$ cat src/hw/eec_consts.vh
// Constants for the external event counter channel
// Behaviour
// - Unit clock enable low: unit stopped, writes to all registers but the enable register ignored.
// - Unit clock enable set: unit runs, writes accepted, channel stopped.
// - Prescale select sets the rates of four prescaled operation clocks.
// - Filter enable bit switches the event input noise filter off or on.
// - Start trigger acts on a written one and reads back zero.
// - Start sets active status, loads counter from reload, awaits edges.
// - While active, each valid event edge decrements the counter by one.
// - At zero the counter reloads from the reload value and continues.
// - Interrupt pulses when a valid event edge finds the active counter at zero.
// - Reload writable while the unit clock is enabled, counter readable anytime; overflow status unused.
// - Stop trigger clears active status and halts counting.
// - After stop the counter keeps its value.
// - Unit clock enable cleared: all unit and channel state reinitialised.
// - Events between interrupts equal reload value plus one.
// - New reload value takes effect only at the next start or reload.
// - Edge select: 00 falling, 01 rising, 10 both, 11 prohibited.
`ifndef EEC_CONSTS_VH
`define EEC_CONSTS_VH
`define EEC_ADDR_W 5
`define EEC_A_CTRL 5'h00
`define EEC_A_PRESC 5'h04
`define EEC_A_MODE 5'h08
`define EEC_A_RELOAD 5'h0C
`define EEC_A_COUNT 5'h10
`define EEC_A_TRIG 5'h14
`define EEC_A_STATUS 5'h18
`define EEC_B_UNIT_EN 0
`define EEC_B_START 0
`define EEC_B_STOP 1
`define EEC_F_CKSEL 1:0
`define EEC_F_EDGE 3:2
`define EEC_B_FILT 4
`define EEC_B_OUT_EN 5
`define EEC_B_OUT_MODE 6
`define EEC_B_OUT_LVL 7
`define EEC_B_OUT_VAL 8
`define EEC_MODE_W 9
`define EEC_EDGE_FALL 2'h0
`define EEC_EDGE_RISE 2'h1
`define EEC_EDGE_BOTH 2'h2
`define EEC_RST_MODE 9'h000
`define EEC_RST_16 16'h0000
`define EEC_CNT_ZERO 16'h0000
`define EEC_CNT_ONE 16'h0001
`define EEC_RD_ZERO 32'h00000000
`define EEC_PS_ONES 16'hFFFF
`endif

$ cat src/hw/eec_channel.v
// External event counter channel with Avalon-MM register slave
//
// Added by the designer: the Avalon-MM register port and the address map.
`timescale 1ns/1ps
`default_nettype none
`include "eec_consts.vh"
module eec_channel (
  input wire mclk_in,
  input wire sys_rst_in,
  input wire clk_en_in,
  input wire [`EEC_ADDR_W-1:0] avs_address_in,
  input wire avs_read_in,
  input wire avs_write_in,
  input wire [31:0] avs_writedata_in,
  input wire [3:0] avs_byteenable_in,
  output reg [31:0] avs_readdata_out,
  output reg avs_waitrequest_out,
  input wire event_input_pin_in,
  output reg channel_interrupt_out,
  output reg channel_active_status_out
);
  // Register state
  reg timer_unit_clock_enable_q;
  reg [15:0] clock_prescale_select_q;
  reg [`EEC_MODE_W-1:0] channel_mode_reg_q;
  reg [15:0] channel_reload_value_q;
  reg [15:0] channel_count_value_q;
  reg [15:0] presc_cnt_q;

  // Bus handshake helpers
  wire req;
  wire wr_go;
  wire rd_go;
  wire wr_ok;
  wire start_wr;
  wire stop_wr;
  wire unit_clear;

  // Prescaled ticks and event edges
  wire [3:0] ps_tick;
  wire op_tick;
  wire ev_rise;
  wire ev_fall;
  reg ev_valid;
  reg [31:0] rd_mux;

  // Lane merge for 16-bit registers
  function [15:0] merge16;
    input [15:0] old_v;
    input [31:0] wdata;
    input [3:0] be;
    begin
      merge16 = old_v;
      if (be[0]) begin
        merge16[7:0] = wdata[7:0];
      end
      if (be[1]) begin
        merge16[15:8] = wdata[15:8];
      end
    end
  endfunction

  // Prescaler tick mask for a 4-bit divider exponent
  function [15:0] ps_mask;
    input [3:0] expo;
    begin
      ps_mask = ~(`EEC_PS_ONES << expo);
    end
  endfunction

  // Address match on a word register
  function hit;
    input [`EEC_ADDR_W-1:0] a;
    input [`EEC_ADDR_W-1:0] ref_a;
    begin
      hit = (a == ref_a);
    end
  endfunction

  assign req = avs_read_in | avs_write_in;
  // Action happens on the edge where waitrequest is seen low
  assign wr_go = avs_write_in & ~avs_waitrequest_out;
  assign rd_go = avs_read_in & ~avs_waitrequest_out;
  // Only the enable register is writable while the unit is off
  assign wr_ok = wr_go & timer_unit_clock_enable_q;
  assign start_wr = wr_ok & hit(avs_address_in, `EEC_A_TRIG)
    & avs_byteenable_in[0] & avs_writedata_in[`EEC_B_START];
  assign stop_wr = wr_ok & hit(avs_address_in, `EEC_A_TRIG)
    & avs_byteenable_in[0] & avs_writedata_in[`EEC_B_STOP];
  assign unit_clear = ~timer_unit_clock_enable_q;

  // Four prescaled operation clocks
  genvar gi;
  generate
    for (gi = 0; gi < 4; gi = gi + 1) begin : g_ps
      assign ps_tick[gi] = timer_unit_clock_enable_q
        & ((presc_cnt_q & ps_mask(clock_prescale_select_q[gi*4+3:gi*4]))
        == ps_mask(clock_prescale_select_q[gi*4+3:gi*4]));
    end
  endgenerate

  assign op_tick = ps_tick[channel_mode_reg_q[`EEC_F_CKSEL]];

  eec_edge_filter u_filt (
    .mclk_in(mclk_in),
    .sys_rst_in(sys_rst_in),
    .clk_en_in(clk_en_in),
    .clear_in(unit_clear),
    .tick_in(op_tick),
    .filter_en_in(channel_mode_reg_q[`EEC_B_FILT]),
    .pin_in(event_input_pin_in),
    .rise_out(ev_rise),
    .fall_out(ev_fall)
  );

  // Edge selection; the prohibited code counts nothing
  always @* begin
    case (channel_mode_reg_q[`EEC_F_EDGE])
      `EEC_EDGE_FALL: begin
        ev_valid = ev_fall;
      end
      `EEC_EDGE_RISE: begin
        ev_valid = ev_rise;
      end
      `EEC_EDGE_BOTH: begin
        ev_valid = ev_rise | ev_fall;
      end
      default: begin
        ev_valid = 1'b0;
      end
    endcase
  end

  // Read data selection
  always @* begin
    rd_mux = `EEC_RD_ZERO;
    case (avs_address_in)
      `EEC_A_CTRL: begin
        rd_mux[`EEC_B_UNIT_EN] = timer_unit_clock_enable_q;
      end
      `EEC_A_PRESC: begin
        rd_mux[15:0] = clock_prescale_select_q;
      end
      `EEC_A_MODE: begin
        rd_mux[`EEC_MODE_W-1:0] = channel_mode_reg_q;
      end
      `EEC_A_RELOAD: begin
        rd_mux[15:0] = channel_reload_value_q;
      end
      `EEC_A_COUNT: begin
        rd_mux[15:0] = channel_count_value_q;
      end
      `EEC_A_STATUS: begin
        rd_mux[0] = channel_active_status_out;
      end
      default: begin
        rd_mux = `EEC_RD_ZERO;
      end
    endcase
  end

  // Bus slave: one wait cycle, then a single-cycle acceptance
  always @(posedge mclk_in or posedge sys_rst_in) begin
    if (sys_rst_in) begin
      avs_waitrequest_out <= 1'b1;
      avs_readdata_out <= `EEC_RD_ZERO;
    end else if (clk_en_in) begin
      if (req && avs_waitrequest_out) begin
        avs_waitrequest_out <= 1'b0;
        avs_readdata_out <= avs_read_in ? rd_mux : `EEC_RD_ZERO;
      end else begin
        avs_waitrequest_out <= 1'b1;
        if (rd_go) begin
          avs_readdata_out <= avs_readdata_out;
        end
      end
    end
  end

  // Unit enable register, always writable
  always @(posedge mclk_in or posedge sys_rst_in) begin
    if (sys_rst_in) begin
      timer_unit_clock_enable_q <= 1'b0;
    end else if (clk_en_in) begin
      if (wr_go && hit(avs_address_in, `EEC_A_CTRL) && avs_byteenable_in[0]) begin
        timer_unit_clock_enable_q <= avs_writedata_in[`EEC_B_UNIT_EN];
      end
    end
  end

  // Configuration registers, wiped while the unit is off
  always @(posedge mclk_in or posedge sys_rst_in) begin
    if (sys_rst_in) begin
      clock_prescale_select_q <= `EEC_RST_16;
      channel_mode_reg_q <= `EEC_RST_MODE;
      channel_reload_value_q <= `EEC_RST_16;
      presc_cnt_q <= `EEC_RST_16;
    end else if (clk_en_in) begin
      if (unit_clear) begin
        clock_prescale_select_q <= `EEC_RST_16;
        channel_mode_reg_q <= `EEC_RST_MODE;
        channel_reload_value_q <= `EEC_RST_16;
        presc_cnt_q <= `EEC_RST_16;
      end else begin
        presc_cnt_q <= presc_cnt_q + `EEC_CNT_ONE;
        if (wr_ok && hit(avs_address_in, `EEC_A_PRESC)) begin
          clock_prescale_select_q <= merge16(clock_prescale_select_q,
            avs_writedata_in, avs_byteenable_in);
        end
        // Mode is not locked while running; software keeps it still
        if (wr_ok && hit(avs_address_in, `EEC_A_MODE)) begin
          channel_mode_reg_q[7:0] <= avs_byteenable_in[0] ?
            avs_writedata_in[7:0] : channel_mode_reg_q[7:0];
          channel_mode_reg_q[`EEC_B_OUT_VAL] <= avs_byteenable_in[1] ?
            avs_writedata_in[`EEC_B_OUT_VAL] : channel_mode_reg_q[`EEC_B_OUT_VAL];
        end
        if (wr_ok && hit(avs_address_in, `EEC_A_RELOAD)) begin
          channel_reload_value_q <= merge16(channel_reload_value_q,
            avs_writedata_in, avs_byteenable_in);
        end
      end
    end
  end

  // Counter, active status and interrupt
  always @(posedge mclk_in or posedge sys_rst_in) begin
    if (sys_rst_in) begin
      channel_active_status_out <= 1'b0;
      channel_count_value_q <= `EEC_RST_16;
      channel_interrupt_out <= 1'b0;
    end else if (clk_en_in) begin
      channel_interrupt_out <= 1'b0;
      if (unit_clear) begin
        channel_active_status_out <= 1'b0;
        channel_count_value_q <= `EEC_RST_16;
      end else if (stop_wr) begin
        // Stop wins over a start in the same write
        channel_active_status_out <= 1'b0;
        channel_count_value_q <= channel_count_value_q;
      end else if (start_wr) begin
        channel_active_status_out <= 1'b1;
        channel_count_value_q <= channel_reload_value_q;
      end else if (channel_active_status_out && ev_valid) begin
        if (channel_count_value_q == `EEC_CNT_ZERO) begin
          // Reload uses the latest value, so edits wait for this point
          channel_count_value_q <= channel_reload_value_q;
          channel_interrupt_out <= 1'b1;
        end else begin
          channel_count_value_q <= channel_count_value_q - `EEC_CNT_ONE;
        end
      end
    end
  end
endmodule // eec_channel
`default_nettype wire

$ cat src/hw/eec_edge_filter.v
// Event input synchroniser, noise filter and edge detector
`timescale 1ns/1ps
`default_nettype none
module eec_edge_filter (
  input wire mclk_in,
  input wire sys_rst_in,
  input wire clk_en_in,
  input wire clear_in,
  input wire tick_in,
  input wire filter_en_in,
  input wire pin_in,
  output reg rise_out,
  output reg fall_out
);
  reg sync1_q;
  reg sync2_q;
  reg smp_q;
  reg lvl_q;
  reg lvl_d;

  always @* begin
    lvl_d = lvl_q;
    if (tick_in && (!filter_en_in || sync2_q == smp_q)) begin
      lvl_d = sync2_q;
    end
  end

  // Edges are judged only on operation clock ticks
  always @(posedge mclk_in or posedge sys_rst_in) begin
    if (sys_rst_in) begin
      sync1_q <= 1'b0;
      sync2_q <= 1'b0;
      smp_q <= 1'b0;
      lvl_q <= 1'b0;
      rise_out <= 1'b0;
      fall_out <= 1'b0;
    end else if (clk_en_in) begin
      sync1_q <= pin_in;
      sync2_q <= sync1_q;
      if (clear_in) begin
        smp_q <= 1'b0;
        lvl_q <= 1'b0;
        rise_out <= 1'b0;
        fall_out <= 1'b0;
      end else begin
        if (tick_in) begin
          smp_q <= sync2_q;
        end
        lvl_q <= lvl_d;
        rise_out <= lvl_d & ~lvl_q;
        fall_out <= ~lvl_d & lvl_q;
      end
    end
  end
endmodule // eec_edge_filter
`default_nettype wire

$ cat config.mk
export PLATFORM = sky130hd
export DESIGN_NAME = eec_channel
export DESIGN_NICKNAME = d
export VERILOG_FILES = /design/src/hw/eec_channel.v /design/src/hw/eec_edge_filter.v
export VERILOG_INCLUDE_DIRS = /design/src /design/src/hw
export SDC_FILE = /design/constraint.sdc
export NUM_CORES = 1
export LEC_CHECK = 0
export BUFFER_PORTS_ARGS = -buffer_cell sky130_fd_sc_hd__buf_2
export CAP_MARGIN = 10
export CORE_AREA = 2 2 119 121
export DETAILED_ROUTE_END_ITERATION = 16
export DIE_AREA = 0 0 121 123
export GPL_TIMING_DRIVEN = 0
export PLACE_DENSITY = 0.71
export SKIP_CTS_REPAIR_TIMING = 1
export SLEW_MARGIN = 5
export SYNTH_ARGS = -nofsm -noshare
export SYNTH_HDL_FRONTEND = slang
export SYNTH_SLANG_ARGS = --single-unit
$ cat constraint.sdc
create_clock -name mclk_in -period 8.42 [get_ports mclk_in]
set_clock_uncertainty 0.05 [all_clocks]
set_input_delay 0.842 -clock mclk_in [delete_from_list [all_inputs] [get_ports mclk_in]]
set_output_delay 0.842 -clock mclk_in [all_outputs]
set_load 0.02 [all_outputs]
# ---- Word-level counts from Yosys, hierarchy flattened
# Cells that the tools add are included.
dict set report totals {
  regBits 115
  inputBits 47
  output_inout_bits 35
  elab_cells 134
}
dict set report op_classes {
  add_sub_neg 2
  n_lt_le_gt_ge 1
  eq_ne 22
  shifts 4
  mux 37
  bitwise_logic 25
  reduce_logical 24
}
# op n
set op_table {}
lappend op_table {{$mux 16} 11}
lappend op_table {{$and 16x16->16} 4}
lappend op_table {{$eq 16x16->1} 4}
lappend op_table {{$not 16->16} 4}
lappend op_table {{$shl 16x4->16 const A} 4}
lappend op_table {{$pmux 8 s4} 1}
lappend op_table {{$pmux 7 s3} 1}
lappend op_table {{$reduce_and 3->1} 7}
lappend op_table {{$mux 9} 2}
lappend op_table {{$mux 1} 17}
lappend op_table {{$add 16x1->16 const B} 1}
lappend op_table {{$logic_not 16->1} 1}
lappend op_table {{$mux 8} 2}
lappend op_table {{$sub 16x1->16 const B} 1}
lappend op_table {{$eq 5x5->1 const B} 3}
lappend op_table {{$and 1x1->1} 12}
lappend op_table {{$eq 5x4->1 const B} 2}
lappend op_table {{$logic_and 1x1->1} 8}
lappend op_table {{$ne 2x1->1 const B} 4}
lappend op_table {{$reduce_and 2->1} 4}
lappend op_table {{$ne 2x2->1 const B} 3}
lappend op_table {{$ne 3x1->1 const B} 2}
lappend op_table {{$pmux 1 s6} 1}
lappend op_table {{$eq 5x3->1 const B} 1}
lappend op_table {{other kinds (12)} 15}

# ---- Depth between registers and ports, before layout
# Gate-level depths: netlist of run 1.
dict set report logic_depth {
  depth_word 12
  depth_mapped 10
  mapped_depth_nobuf 8
}

# ---- Modules after synthesis
# Synthesis of run 1 repeated with hierarchy kept, for this count alone.
dict set report unflattened {
  hier_cells 613
  area_unflattened_um2 5950.7
}
# module instances cells_each area_each_um2 seq_area_each_um2
set by_module_without_submodules {}
lappend by_module_without_submodules {eec_channel 1 586 5637.9 2303.5}
lappend by_module_without_submodules {eec_edge_filter 1 27 312.8 150.1}

# ---- Worst setup path before layout of run 1
# Ideal clock, no wire load.
dict set report synth_path {
  path_kind {input-to-reg}
  start {input avs_address_in[3]}
  end {register channel_count_value_q[3]}
  setup_time_ns 0.083
  arrival_time_ns 2.404
  required_time_ns 8.287
  slack_ns 5.884
  stages 9
  path_buffers 2
  path_cell_list {and4bb_2 > nor4b_4 > nand2_2 > a221o_1 > buf_2 > buf_6 > nor3_1 > o21ai_0 > o21ai_0}
}
dict set report synth_via {
  elab_chain_cells 7
  elab_cells_between_ends 11
  cone_classes {3 x eq/ne; 3 x mux; 4 x bitwise; 1 x reduce/logical}
}
# item line
set synth_lines {}
lappend synth_lines {{from (decl)} eec_channel.v:11} ;# input wire [`EEC_ADDR_W-1:0] avs_address_in,
lappend synth_lines {{$eq 5x5->1 *} eec_channel.v:76} ;# hit = (a == ref_a);
lappend synth_lines {{$and 1x1->1 * (2 in series)} {eec_channel.v:86, eec_channel.v:88}}
lappend synth_lines {{$and 1x1->1} eec_channel.v:86} ;# assign start_wr = wr_ok & hit(avs_address_in, `EEC_A_TRIG)
lappend synth_lines {{$mux 16} eec_channel.v:240} ;# end else if (start_wr) begin
lappend synth_lines {{$mux 16} eec_channel.v:236} ;# end else if (stop_wr) begin
lappend synth_lines {{$mux 16} eec_channel.v:233} ;# if (unit_clear) begin
lappend synth_lines {{to (signal assigned)} eec_channel.v:235} ;# channel_count_value_q <= `EEC_RST_16;
lappend synth_lines {{to (signal assigned)} eec_channel.v:239} ;# channel_count_value_q <= channel_count_value_q;
lappend synth_lines {{to (signal assigned)} eec_channel.v:242} ;# channel_count_value_q <= channel_reload_value_q;
lappend synth_lines {{to (decl)} eec_channel.v:27} ;# reg [15:0] channel_count_value_q;
# Mark *: on every way between the ends. The rest lies on a longest branch, timed or not. The select of a mux whose other input is x is not followed.
# A chain may end at the register's enable or synchronous reset.

# ---- Worst setup path after layout of run 1
dict set report layout_path {
  start {input avs_address_in[3]}
  end {register channel_count_value_q[2]}
}
# The elaborated chain is that of the path after synthesis.

==> run metrics, run 1 <==
first-pass GRT wire length 27.0 mm; Starting DRT DRC Count 550; GR Util All Layers 0.234; CTS tree yes; Layout Cells excl Fill 937; Chip Height 123 um; Avg Cell Area, Syn 8.44 um2; hold path cells 2; gr ovfl total 0; largest net degree at the start of global routing 52; share of cells above drive strength 1 0.170; fin util 0.484; antenna diode count 0; Layout Nets 802; HP Start avs_readdata_out[10]$_DFFE_PP0P_; Peak VDD IR 0.151 mV; clock net sink count 98; DP Worst Slack 5.37 ns; CP max stage cell o21ai_1; Synth Register Bits 98; final setup vio count 0; worst setup path start avs_address_in[3]; critical path capture point type flip-flop; final number of max-transition violations 0; Mapped Area 5720 um2; RR Endpoint channel_count_value_q[11]$_DFFE_PP0P_; sw power 0.264 mW; Clock Root Buffer clkbuf_16; Synth async-reset ratio 1.00; Post-synth EDFFs 0; TritonCTS buffer count 9; clock latency on the worst-skew pair 0.36 ns; worst path required time 8.65 ns; Rows 43; dominant cell type by area after synthesis dfrtp_1; Final Routed Wirelength 16.7 mm; FILL cells 1,342; vias per cell 5.75; WL/cell 17.8 um; Max Root-Sink Buffers 2; Int Pwr 0.774 mW; core area 13,600 um2; Area Overhead vs Synth 15.1%; Arrival @ worst endpoint 3.00 ns; top-area cell type share of the netlist area 0.424; Initial Util 0.421; CP startpoint kind primary input; IO Pins 82; RePlAce Congestion 0.907; most frequent CP cell o21ai_0; Final ANT Viol Nets 0; chip width 121 um; top_reg_cell synth dfrtp_1; sequential cell area fraction in the yosys report 0.429; full die area 14,900 um2; Worst Reg-to-Reg Cells 8; PD cells 158 nW/um2; critical-path cell list buf_2 > and4bb_2 > nor4b_4 > nand2_1 > a21boi_0 > o21ai_1 > clkbuf_1 > o21ai_0 > o21ai_0; Max-cap violations 0; Seq pwr share 0.470; worst min-delay path class flip-flop to flip-flop; Least-Margin Pin Slew 0.937 ns; clock network power share 0.432; critical path class primary input to flip-flop; Inst Count DP 921; vias in the first global route 4,987; Post-Route Setup TNS 0 ns; Max Freq 360 MHz; Register-to-Register Setup Slack 5.84 ns; min Tclk post-route 2.78 ns; Max-Slew Margin vs Limit 0.373; Final Hold Fails 0; Crit Reg-Reg Startpoint channel_count_value_q[4]$_DFFE_PP0P_; Hold Path End avs_readdata_out[10]$_DFFE_PP0P_; power share of the combinational group 0.098; final worst slack 5.64 ns; fin crit share 0.330; YS warnings 0; # H-tree levels 3; synth unique cells 74; biggest cell delay along the critical path 0.47 ns; crit path max fanout 10; DP Wirelength 12.4 mm; RSZ-0062 raised after global routing no; Synth area leaders dfrtp_1 (42%), o21ai_0 (9.4%), nand2_1 (7.7%); Post-Syn Instances 678; P_leak 2.76 nW; status finished, final reports clean; initial antenna violation count 0; Total Power 1.04 mW; Remaining DRCs 0; Vias 5,387; Sw Ratio 0.255; PortBufs 47; drt pass-1 iters 6; Clock transition at path regs 0.07 ns
## flip-flops by register name, indices dropped and copies added (netlist names), 9 cells and up
name and cells:
clock_prescale_select_q 16, channel_count_value_q 16, channel_reload_value_q 16, channel_mode_reg_q 9, presc_cnt_q 15, avs_readdata_out 16
## layout make-up
cell class,instances,area [um2],share of cell area
flip-flops and latches,98,2450,0.372
multi-input cells,508,2890,0.439
clock inverters,6,88.8,0.0135
well taps,180,225,0.0342
repair buffers,48,263,0.0399
inverters,26,100,0.0152
plain buffers,61,339,0.0515
clock buffers,10,229,0.0348
## Yosys cell counts, types with 4 or more instances
| master | number |
|---|---|
| nand3b_1 | 4 |
| a211oi_1 | 6 |
| buf_4 | 23 |
| clkbuf_1 | 26 |
| nor4_1 | 8 |
| dfrtp_1 | 97 |
| buf_2 | 7 |
| o21ai_1 | 6 |
| nor2b_1 | 5 |
| a22oi_1 | 8 |
| o21ai_0 | 107 |
| xnor2_1 | 4 |
| o22ai_1 | 10 |
| or3_1 | 5 |
| mux2_2 | 15 |
| nor2_1 | 36 |
| nand4_1 | 7 |
| nand2_1 | 117 |
| inv_1 | 25 |
| nand3_1 | 12 |
| xor2_1 | 4 |
| nor3_1 | 22 |
| a222oi_1 | 9 |
| a31oi_1 | 5 |
| nand2b_1 | 4 |
| a21oi_1 | 33 |
## worst max path at each step
stage / endpoint / slack (ns) / depth (start not counted)
finish: channel_count_value_q[2]$_DFFE_PP0P_ / 5.64 / 9
global route: channel_count_value_q[2]$_DFFE_PP0P_ / 5.40 / 9
CTS: channel_count_value_q[5]$_DFFE_PP0P_ / 5.70 / 9
detailed placement: channel_count_value_q[5]$_DFFE_PP0P_ / 5.37 / 9
global placement: presc_cnt_q[8]$_DFFE_PP0P_ / 3.78 / 2
floorplan: avs_readdata_out[0]$_DFFE_PP0P_ / 4.97 / 1
## power by group through the flow
stage / logic (mW) / registers (mW) / clock network, mW
CTS: 0.101 / 0.488 / 0.452
floorplan: 0.0673 / 0.495 / 0
global placement: 0.0977 / 0.497 / 0
finish: 0.102 / 0.488 / 0.448
detailed placement: 0.100 / 0.497 / 0
global route: 0.112 / 0.489 / 0.473
## logic make-up after synthesis
family / synth area share
XOR/XNOR: 0.0122
adder cells (fa/ha/maj): 0.00831
AO/OA/AOI/OAI: 0.240
AND/OR/NAND/NOR: 0.202
flip-flops: 0.429
multiplexers: 0.0313
other: 0.000655
buffers and inverters: 0.0763
## cell usage in the layout, fill, tap and decap left out, types with 5 or more instances in the layout
cell type / count
buf_2: 54
or3_1: 5
nand2_1: 117
a31oi_1: 5
a222oi_1: 9
nand4_1: 7
clkbuf_1: 27
dfrtp_1: 97
nor4_1: 8
nor3_1: 22
buf_4: 23
o22ai_1: 10
a22oi_1: 8
nor2b_1: 5
clkbuf_16: 9
o21ai_1: 6
a211oi_1: 6
nor2_1: 36
a21oi_1: 33
conb_1: 16
inv_1: 24
o21ai_0: 107
mux2_2: 15
nand3_1: 12
## per-stage QoR
stage / hold slack [ns] / area [um2]
finish: 0.425 / 6590
global route: 0.467 / 6590
CTS: 0.434 / 6590
detailed placement: 0.419 / 6270
global placement: 0.412 / 6240
floorplan: 0.399 / 5780
## per-layer routing
metal / share of wire / GRT usage / vias to the layer above / routed length (um)
li1: - / - / 2552 / -
met3: 0.075 / 0.0498 / 15 / 1260
met1: 0.47 / 0.342 / 2590 / 7870
met2: 0.44 / 0.355 / 230 / 7430
met4: 0.010 / 0.0560 / 0 / 171
met5: 0 / 0 / - / 0
## critical path, delay by kind of cell
kind,cells,cell delay [ns]
simple gates,3,0.76
buf+inv,2,0.52
compound gates,4,0.86
(Power assumes the default switching activity.)
==> inputs of run 2 (changes only) <==
clock period = 2.9 ns   (was 8.42 ns; I/O delays follow)
==> run metrics, run 2 (synthesized netlist as in run 1, its figures left out) <==
Max Root-Sink Buffers 2 (unchanged); vias per cell 5.76 (+0.23%); failing checks hold timing; Vias 5,405 (+0.33%); worst path required time 3.06 ns (-5.59 ns); drt pass-1 iters 6 (unchanged); first-pass GRT wire length 26.8 mm (-0.69%); # H-tree levels 3 (unchanged); Layout Nets 803 (+0.12%); Chip Height 123 um (unchanged); full die area 14,900 um2 (unchanged); final number of max-transition violations 0 (unchanged); Initial Util 0.421 (unchanged); Clock transition at path regs 0.07 ns (about the same); Int Pwr 2.28 mW (+190%); Final ANT Viol Nets 0 (unchanged); status complete, but fails checks; Inst Count DP 922 (+0.11%); Final Routed Wirelength 16.7 mm (-0.35%); P_leak 2.77 nW (+0.34%); final worst slack 0.357 ns (-5.29 ns); Peak VDD IR 0.402 mV (+170%); RSZ-0062 raised after global routing no; worst min-delay path class primary input to async pin; DP Wirelength 12.2 mm (-1.4%); share of cells above drive strength 1 0.172 (+0.00109); PortBufs 47 (unchanged); min Tclk post-route 2.54 ns; core area 13,600 um2 (unchanged); fin util 0.486 (+0.00175); Least-Margin Pin Slew 0.801 ns (-0.136 ns); Area Overhead vs Synth 15.5%; initial antenna violation count 0 (unchanged); Max Freq 393 MHz; GR Util All Layers 0.234 (about the same); final setup vio count 0 (unchanged); critical path capture point type flip-flop; Max-cap violations 0 (unchanged); commonest non-fill, non-tap cells in the layout nand2_1 (117), o21ai_0 (107), dfrtp_1 (97); IO Pins 82 (unchanged); clock latency on the worst-skew pair 0.36 ns (about the same); TritonCTS buffer count 9 (unchanged); DP Worst Slack 0.420 ns (-4.95 ns); Clock Root Buffer clkbuf_16; Seq pwr share 0.465 (-0.005); CP startpoint kind flip-flop; FILL cells 1,352 (+0.75%); CTS tree yes; Rows 43 (unchanged); antenna diode count 0 (unchanged); Layout Cells excl Fill 938 (+0.11%); Sw Ratio 0.253 (-0.00115); critical path class flip-flop to flip-flop; clock net sink count 98 (unchanged); commonest non-fill, non-tap cell in the layout nand2_1; fin crit share 0.877; Post-Route Setup TNS 0 ns (unchanged); largest net degree at the start of global routing 42 (-19%); Remaining DRCs 0 (unchanged); crit path max fanout 8 (-2); RePlAce Congestion 0.946 (+4.3%); chip width 121 um (unchanged); clock network power share 0.439 (+0.007); vias in the first global route 5,054 (+1.3%); power share of the combinational group 0.096 (-0.002); Final Hold Fails 27 (+27); gr ovfl total 0 (unchanged); Max-Slew Margin vs Limit 0.463 (+0.0908); Arrival @ worst endpoint 2.71 ns (-0.29 ns); Starting DRT DRC Count 569 (+3.5%); WL/cell 17.8 um (-0.46%); Hold Worst Slack -0.0178 ns (-0.443 ns); PD cells 461 nW/um2 (+190%); sw power 0.773 mW (+190%)
[run 2: cell count changes in the layout (fill, tap and decap cells not counted)]
cell      delta
clkinv_2     -1
buf_16       -1
inv_6        +1
clkbuf_8     +1
buf_12       +2
inv_4        -1
[run 2: through the flow]
step                      instance area [um2]  power (mW)  hold slack (ns)
after floorplan                          5780        1.63            0.390
after global placement                   6240        1.72            0.408
after detailed placement                 6280        1.73            0.377
after CTS                                6610        3.06         -0.00472
after global routing                     6610        3.15           0.0279
final                                    6610        3.05          -0.0178
[run 2: final cells by class]
class	instances	area (um2)	area share
multi-input cells	508	2890	0.437
flip-flops and latches	98	2450	0.371
plain buffers	61	339	0.0513
repair buffers	49	275	0.0416
clock buffers	11	243	0.0367
well taps	180	225	0.0341
inverters	26	101	0.0153
clock inverters	5	85.1	0.0129
[run 2: final timing paths]
kind | slack, ns | to | start | cells after the start
worst max-delay path | 0.36 | u_filt.smp_q$_DFFE_PP0P_ | presc_cnt_q[10]$_DFFE_PP0P_ | 8
worst min-delay path | -0.02 | presc_cnt_q[8]$_DFFE_PP0P_ | sys_rst_in | 2
worst max register to register | 0.36 | u_filt.smp_q$_DFFE_PP0P_ | presc_cnt_q[10]$_DFFE_PP0P_ | 8
worst min register to register | 0.43 | avs_readdata_out[11]$_DFFE_PP0P_ | avs_readdata_out[11]$_DFFE_PP0P_ | 2
max in group asynchronous | 2.14 | avs_waitrequest_out$_DFFE_PP1P_ | sys_rst_in | 3
min in group mclk_in | 0.12 | u_filt.sync1_q$_DFFE_PP0P_ | event_input_pin_in | 2
[run 2: worst max-delay path, cell delays in order (launching register included)]
cell	delay (ns)
dfrtp_1	0.33
clkbuf_1	0.35
nand2_1	0.21
o41a_1	0.44
a211oi_1	0.27
o2111ai_1	0.20
o311ai_4	0.18
and2_1	0.21
o221ai_1	0.15
[run 2: power groups by stage]
stage	sequential [mW]	clock, mW	combinational [mW]
after global routing	1.42	1.41	0.325
after detailed placement	1.44	0	0.292
after CTS	1.42	1.35	0.294
after global placement	1.44	0	0.283
final	1.42	1.34	0.294
after floorplan	1.44	0	0.196
[run 2: routing by layer]
| layer | vias to the layer above | track usage | wire length, um |
|---|---|---|---|
| met3 | 26 | 0.0540 | 1320 |
| met1 | 2582 | 0.334 | 7500 |
| met4 | 0 | 0.0610 | 258 |
| met5 | - | 0 | 0 |
| li1 | 2555 | - | - |
| met2 | 242 | 0.360 | 7590 |
==> inputs of run 3 (changes only) <==
CORE_AREA = 3 3 120 122   (was 2 2 119 121)
DIE_AREA = 0 0 123 125   (was 0 0 121 123)
==> run metrics, run 3 (synthesized netlist as in run 1, its figures left out) <==
gr ovfl total 0 (unchanged); Remaining DRCs 0 (unchanged); first-pass GRT wire length 26.6 mm (-0.77%); WL/cell 17.8 um (+0.47%); fin crit share 0.896 (+0.0193); Clock Root Buffer clkbuf_16; CTS tree yes; Least-Margin Pin Slew 0.878 ns (+0.0766 ns); Post-Route Setup TNS 0 ns (unchanged); Clock transition at path regs 0.07 ns (about the same); PD cells 459 nW/um2 (-0.59%); Rows 42 (-2.3%); RePlAce Congestion 0.909 (-3.9%); Total Power 3.05 mW (-0.16%); initial antenna violation count 0 (unchanged); Chip Height 125 um (+1.6%); Max-cap violations 0 (unchanged); final number of max-transition violations 0 (unchanged); drt pass-1 iters 8 (+2); # H-tree levels 3 (unchanged); clock latency on the worst-skew pair 0.36 ns (about the same); Layout Nets 805 (+0.25%); Max Freq 385 MHz (-2.2%); Arrival @ worst endpoint 2.83 ns (+0.12 ns); P_leak 2.79 nW (+0.61%); share of cells above drive strength 1 0.174 (+0.00218); Starting DRT DRC Count 585 (+2.8%); RSZ-0062 raised after global routing no; Area Overhead vs Synth 16.0%; Final Hold Fails 0 (-100%); status finished, final reports clean; DP Wirelength 12.6 mm (+3.0%); Max Root-Sink Buffers 2 (unchanged); final setup vio count 0 (unchanged); antenna diode count 0 (unchanged); Initial Util 0.431 (+0.0100); crit path max fanout 10 (+2); GR Util All Layers 0.221 (-0.0130); Vias 5,464 (+1.1%); Final Routed Wirelength 16.7 mm (+0.25%); Peak VDD IR 0.296 mV (-26%); final worst slack 0.301 ns (-0.0559 ns); CP startpoint kind flip-flop; TritonCTS buffer count 9 (unchanged); critical path capture point type flip-flop; min Tclk post-route 2.60 ns (+0.0559 ns); clock net sink count 98 (unchanged); Max-Slew Margin vs Limit 0.412 (-0.0513); full die area 15,400 um2 (+3.3%); IO Pins 82 (unchanged); DP Worst Slack 0.363 ns (-0.0565 ns); Final ANT Viol Nets 0 (unchanged); vias in the first global route 4,946 (-2.1%); PortBufs 47 (unchanged); chip width 123 um (+1.7%); vias per cell 5.84 (+1.3%); core area 13,300 um2 (-2.3%); worst path required time 3.13 ns (+0.07 ns); critical path class flip-flop to flip-flop; commonest non-fill, non-tap cell in the layout nand2_1; worst min-delay path class primary input to flip-flop; FILL cells 1,283 (-5.1%); largest net degree at the start of global routing 33 (-21%); commonest non-fill, non-tap cells in the layout nand2_1 (117), o21ai_0 (107), dfrtp_1 (97)
==> run 3: cell count changes in the layout (fill, tap and decap cells not counted) <==
cell,before,now
buf_16,0,1
clkbuf_1,27,26
clkbuf_8,1,0
clkinv_2,0,1
dlygate4sd3_1,0,1
inv_6,2,3
==> run 3: area by class of cell <==
type,count,area [um2],share of cell area
clock buffers,9,225,0.0339
well taps,176,220,0.0332
clock inverters,7,98.8,0.0149
plain buffers,61,339,0.0511
multi-input cells,508,2890,0.435
repair buffers,51,313,0.0471
inverters,26,101,0.0153
flip-flops and latches,98,2450,0.369
==> run 3: through the flow <==
step	util	cells	instance area [um2]	hold WS (ns)
floorplan	-	693	5780	0.390
global placement	0.469	916	6240	0.414
detailed placement	0.474	919	6310	0.338
CTS	0.499	935	6630	-0.0474
global route	0.500	936	6640	0.142
finish	0.500	936	6640	0.122
==> run 3: power by group <==
part           switching (mW)  total, mW  internal (mW)
Sequential             0.0253       1.42           1.39
Clock                   0.561       1.33          0.764
Combinational           0.200      0.304          0.105
==> run 3: critical path: stages (launching register included) <==
cell,delay [ns]
dfstp_2,0.40
and4bb_2,0.35
nor4b_4,0.34
nand2_1,0.12
a21boi_0,0.14
o21ai_1,0.50
clkbuf_1,0.38
o21ai_0,0.16
o21ai_1,0.09
==> run 3: final timing paths <==
path | startpoint | endpoint | slack (ns) | cells after the start
hold / removal | event_input_pin_in | u_filt.sync1_q$_DFFE_PP0P_ | 0.12 | 2
setup reg to reg | avs_waitrequest_out$_DFFE_PP1P_ | channel_count_value_q[5]$_DFFE_PP0P_ | 0.30 | 8
hold reg to reg | avs_readdata_out[10]$_DFFE_PP0P_ | avs_readdata_out[10]$_DFFE_PP0P_ | 0.43 | 2
setup / recovery | avs_waitrequest_out$_DFFE_PP1P_ | channel_count_value_q[5]$_DFFE_PP0P_ | 0.30 | 8
max in group asynchronous | sys_rst_in | avs_waitrequest_out$_DFFE_PP1P_ | 1.49 | 5
min in group asynchronous | sys_rst_in | channel_count_value_q[8]$_DFFE_PP0P_ | 0.50 | 3
==> run 3: per-layer routing <==
layer / up-vias / wire (um) / GRT usage
li1: 2571 / - / -
met1: 2594 / 7740 / 0.344
met2: 261 / 7200 / 0.309
met3: 38 / 1290 / 0.0257
met4: 0 / 469 / 0.0912
met5: - / 0 / 0
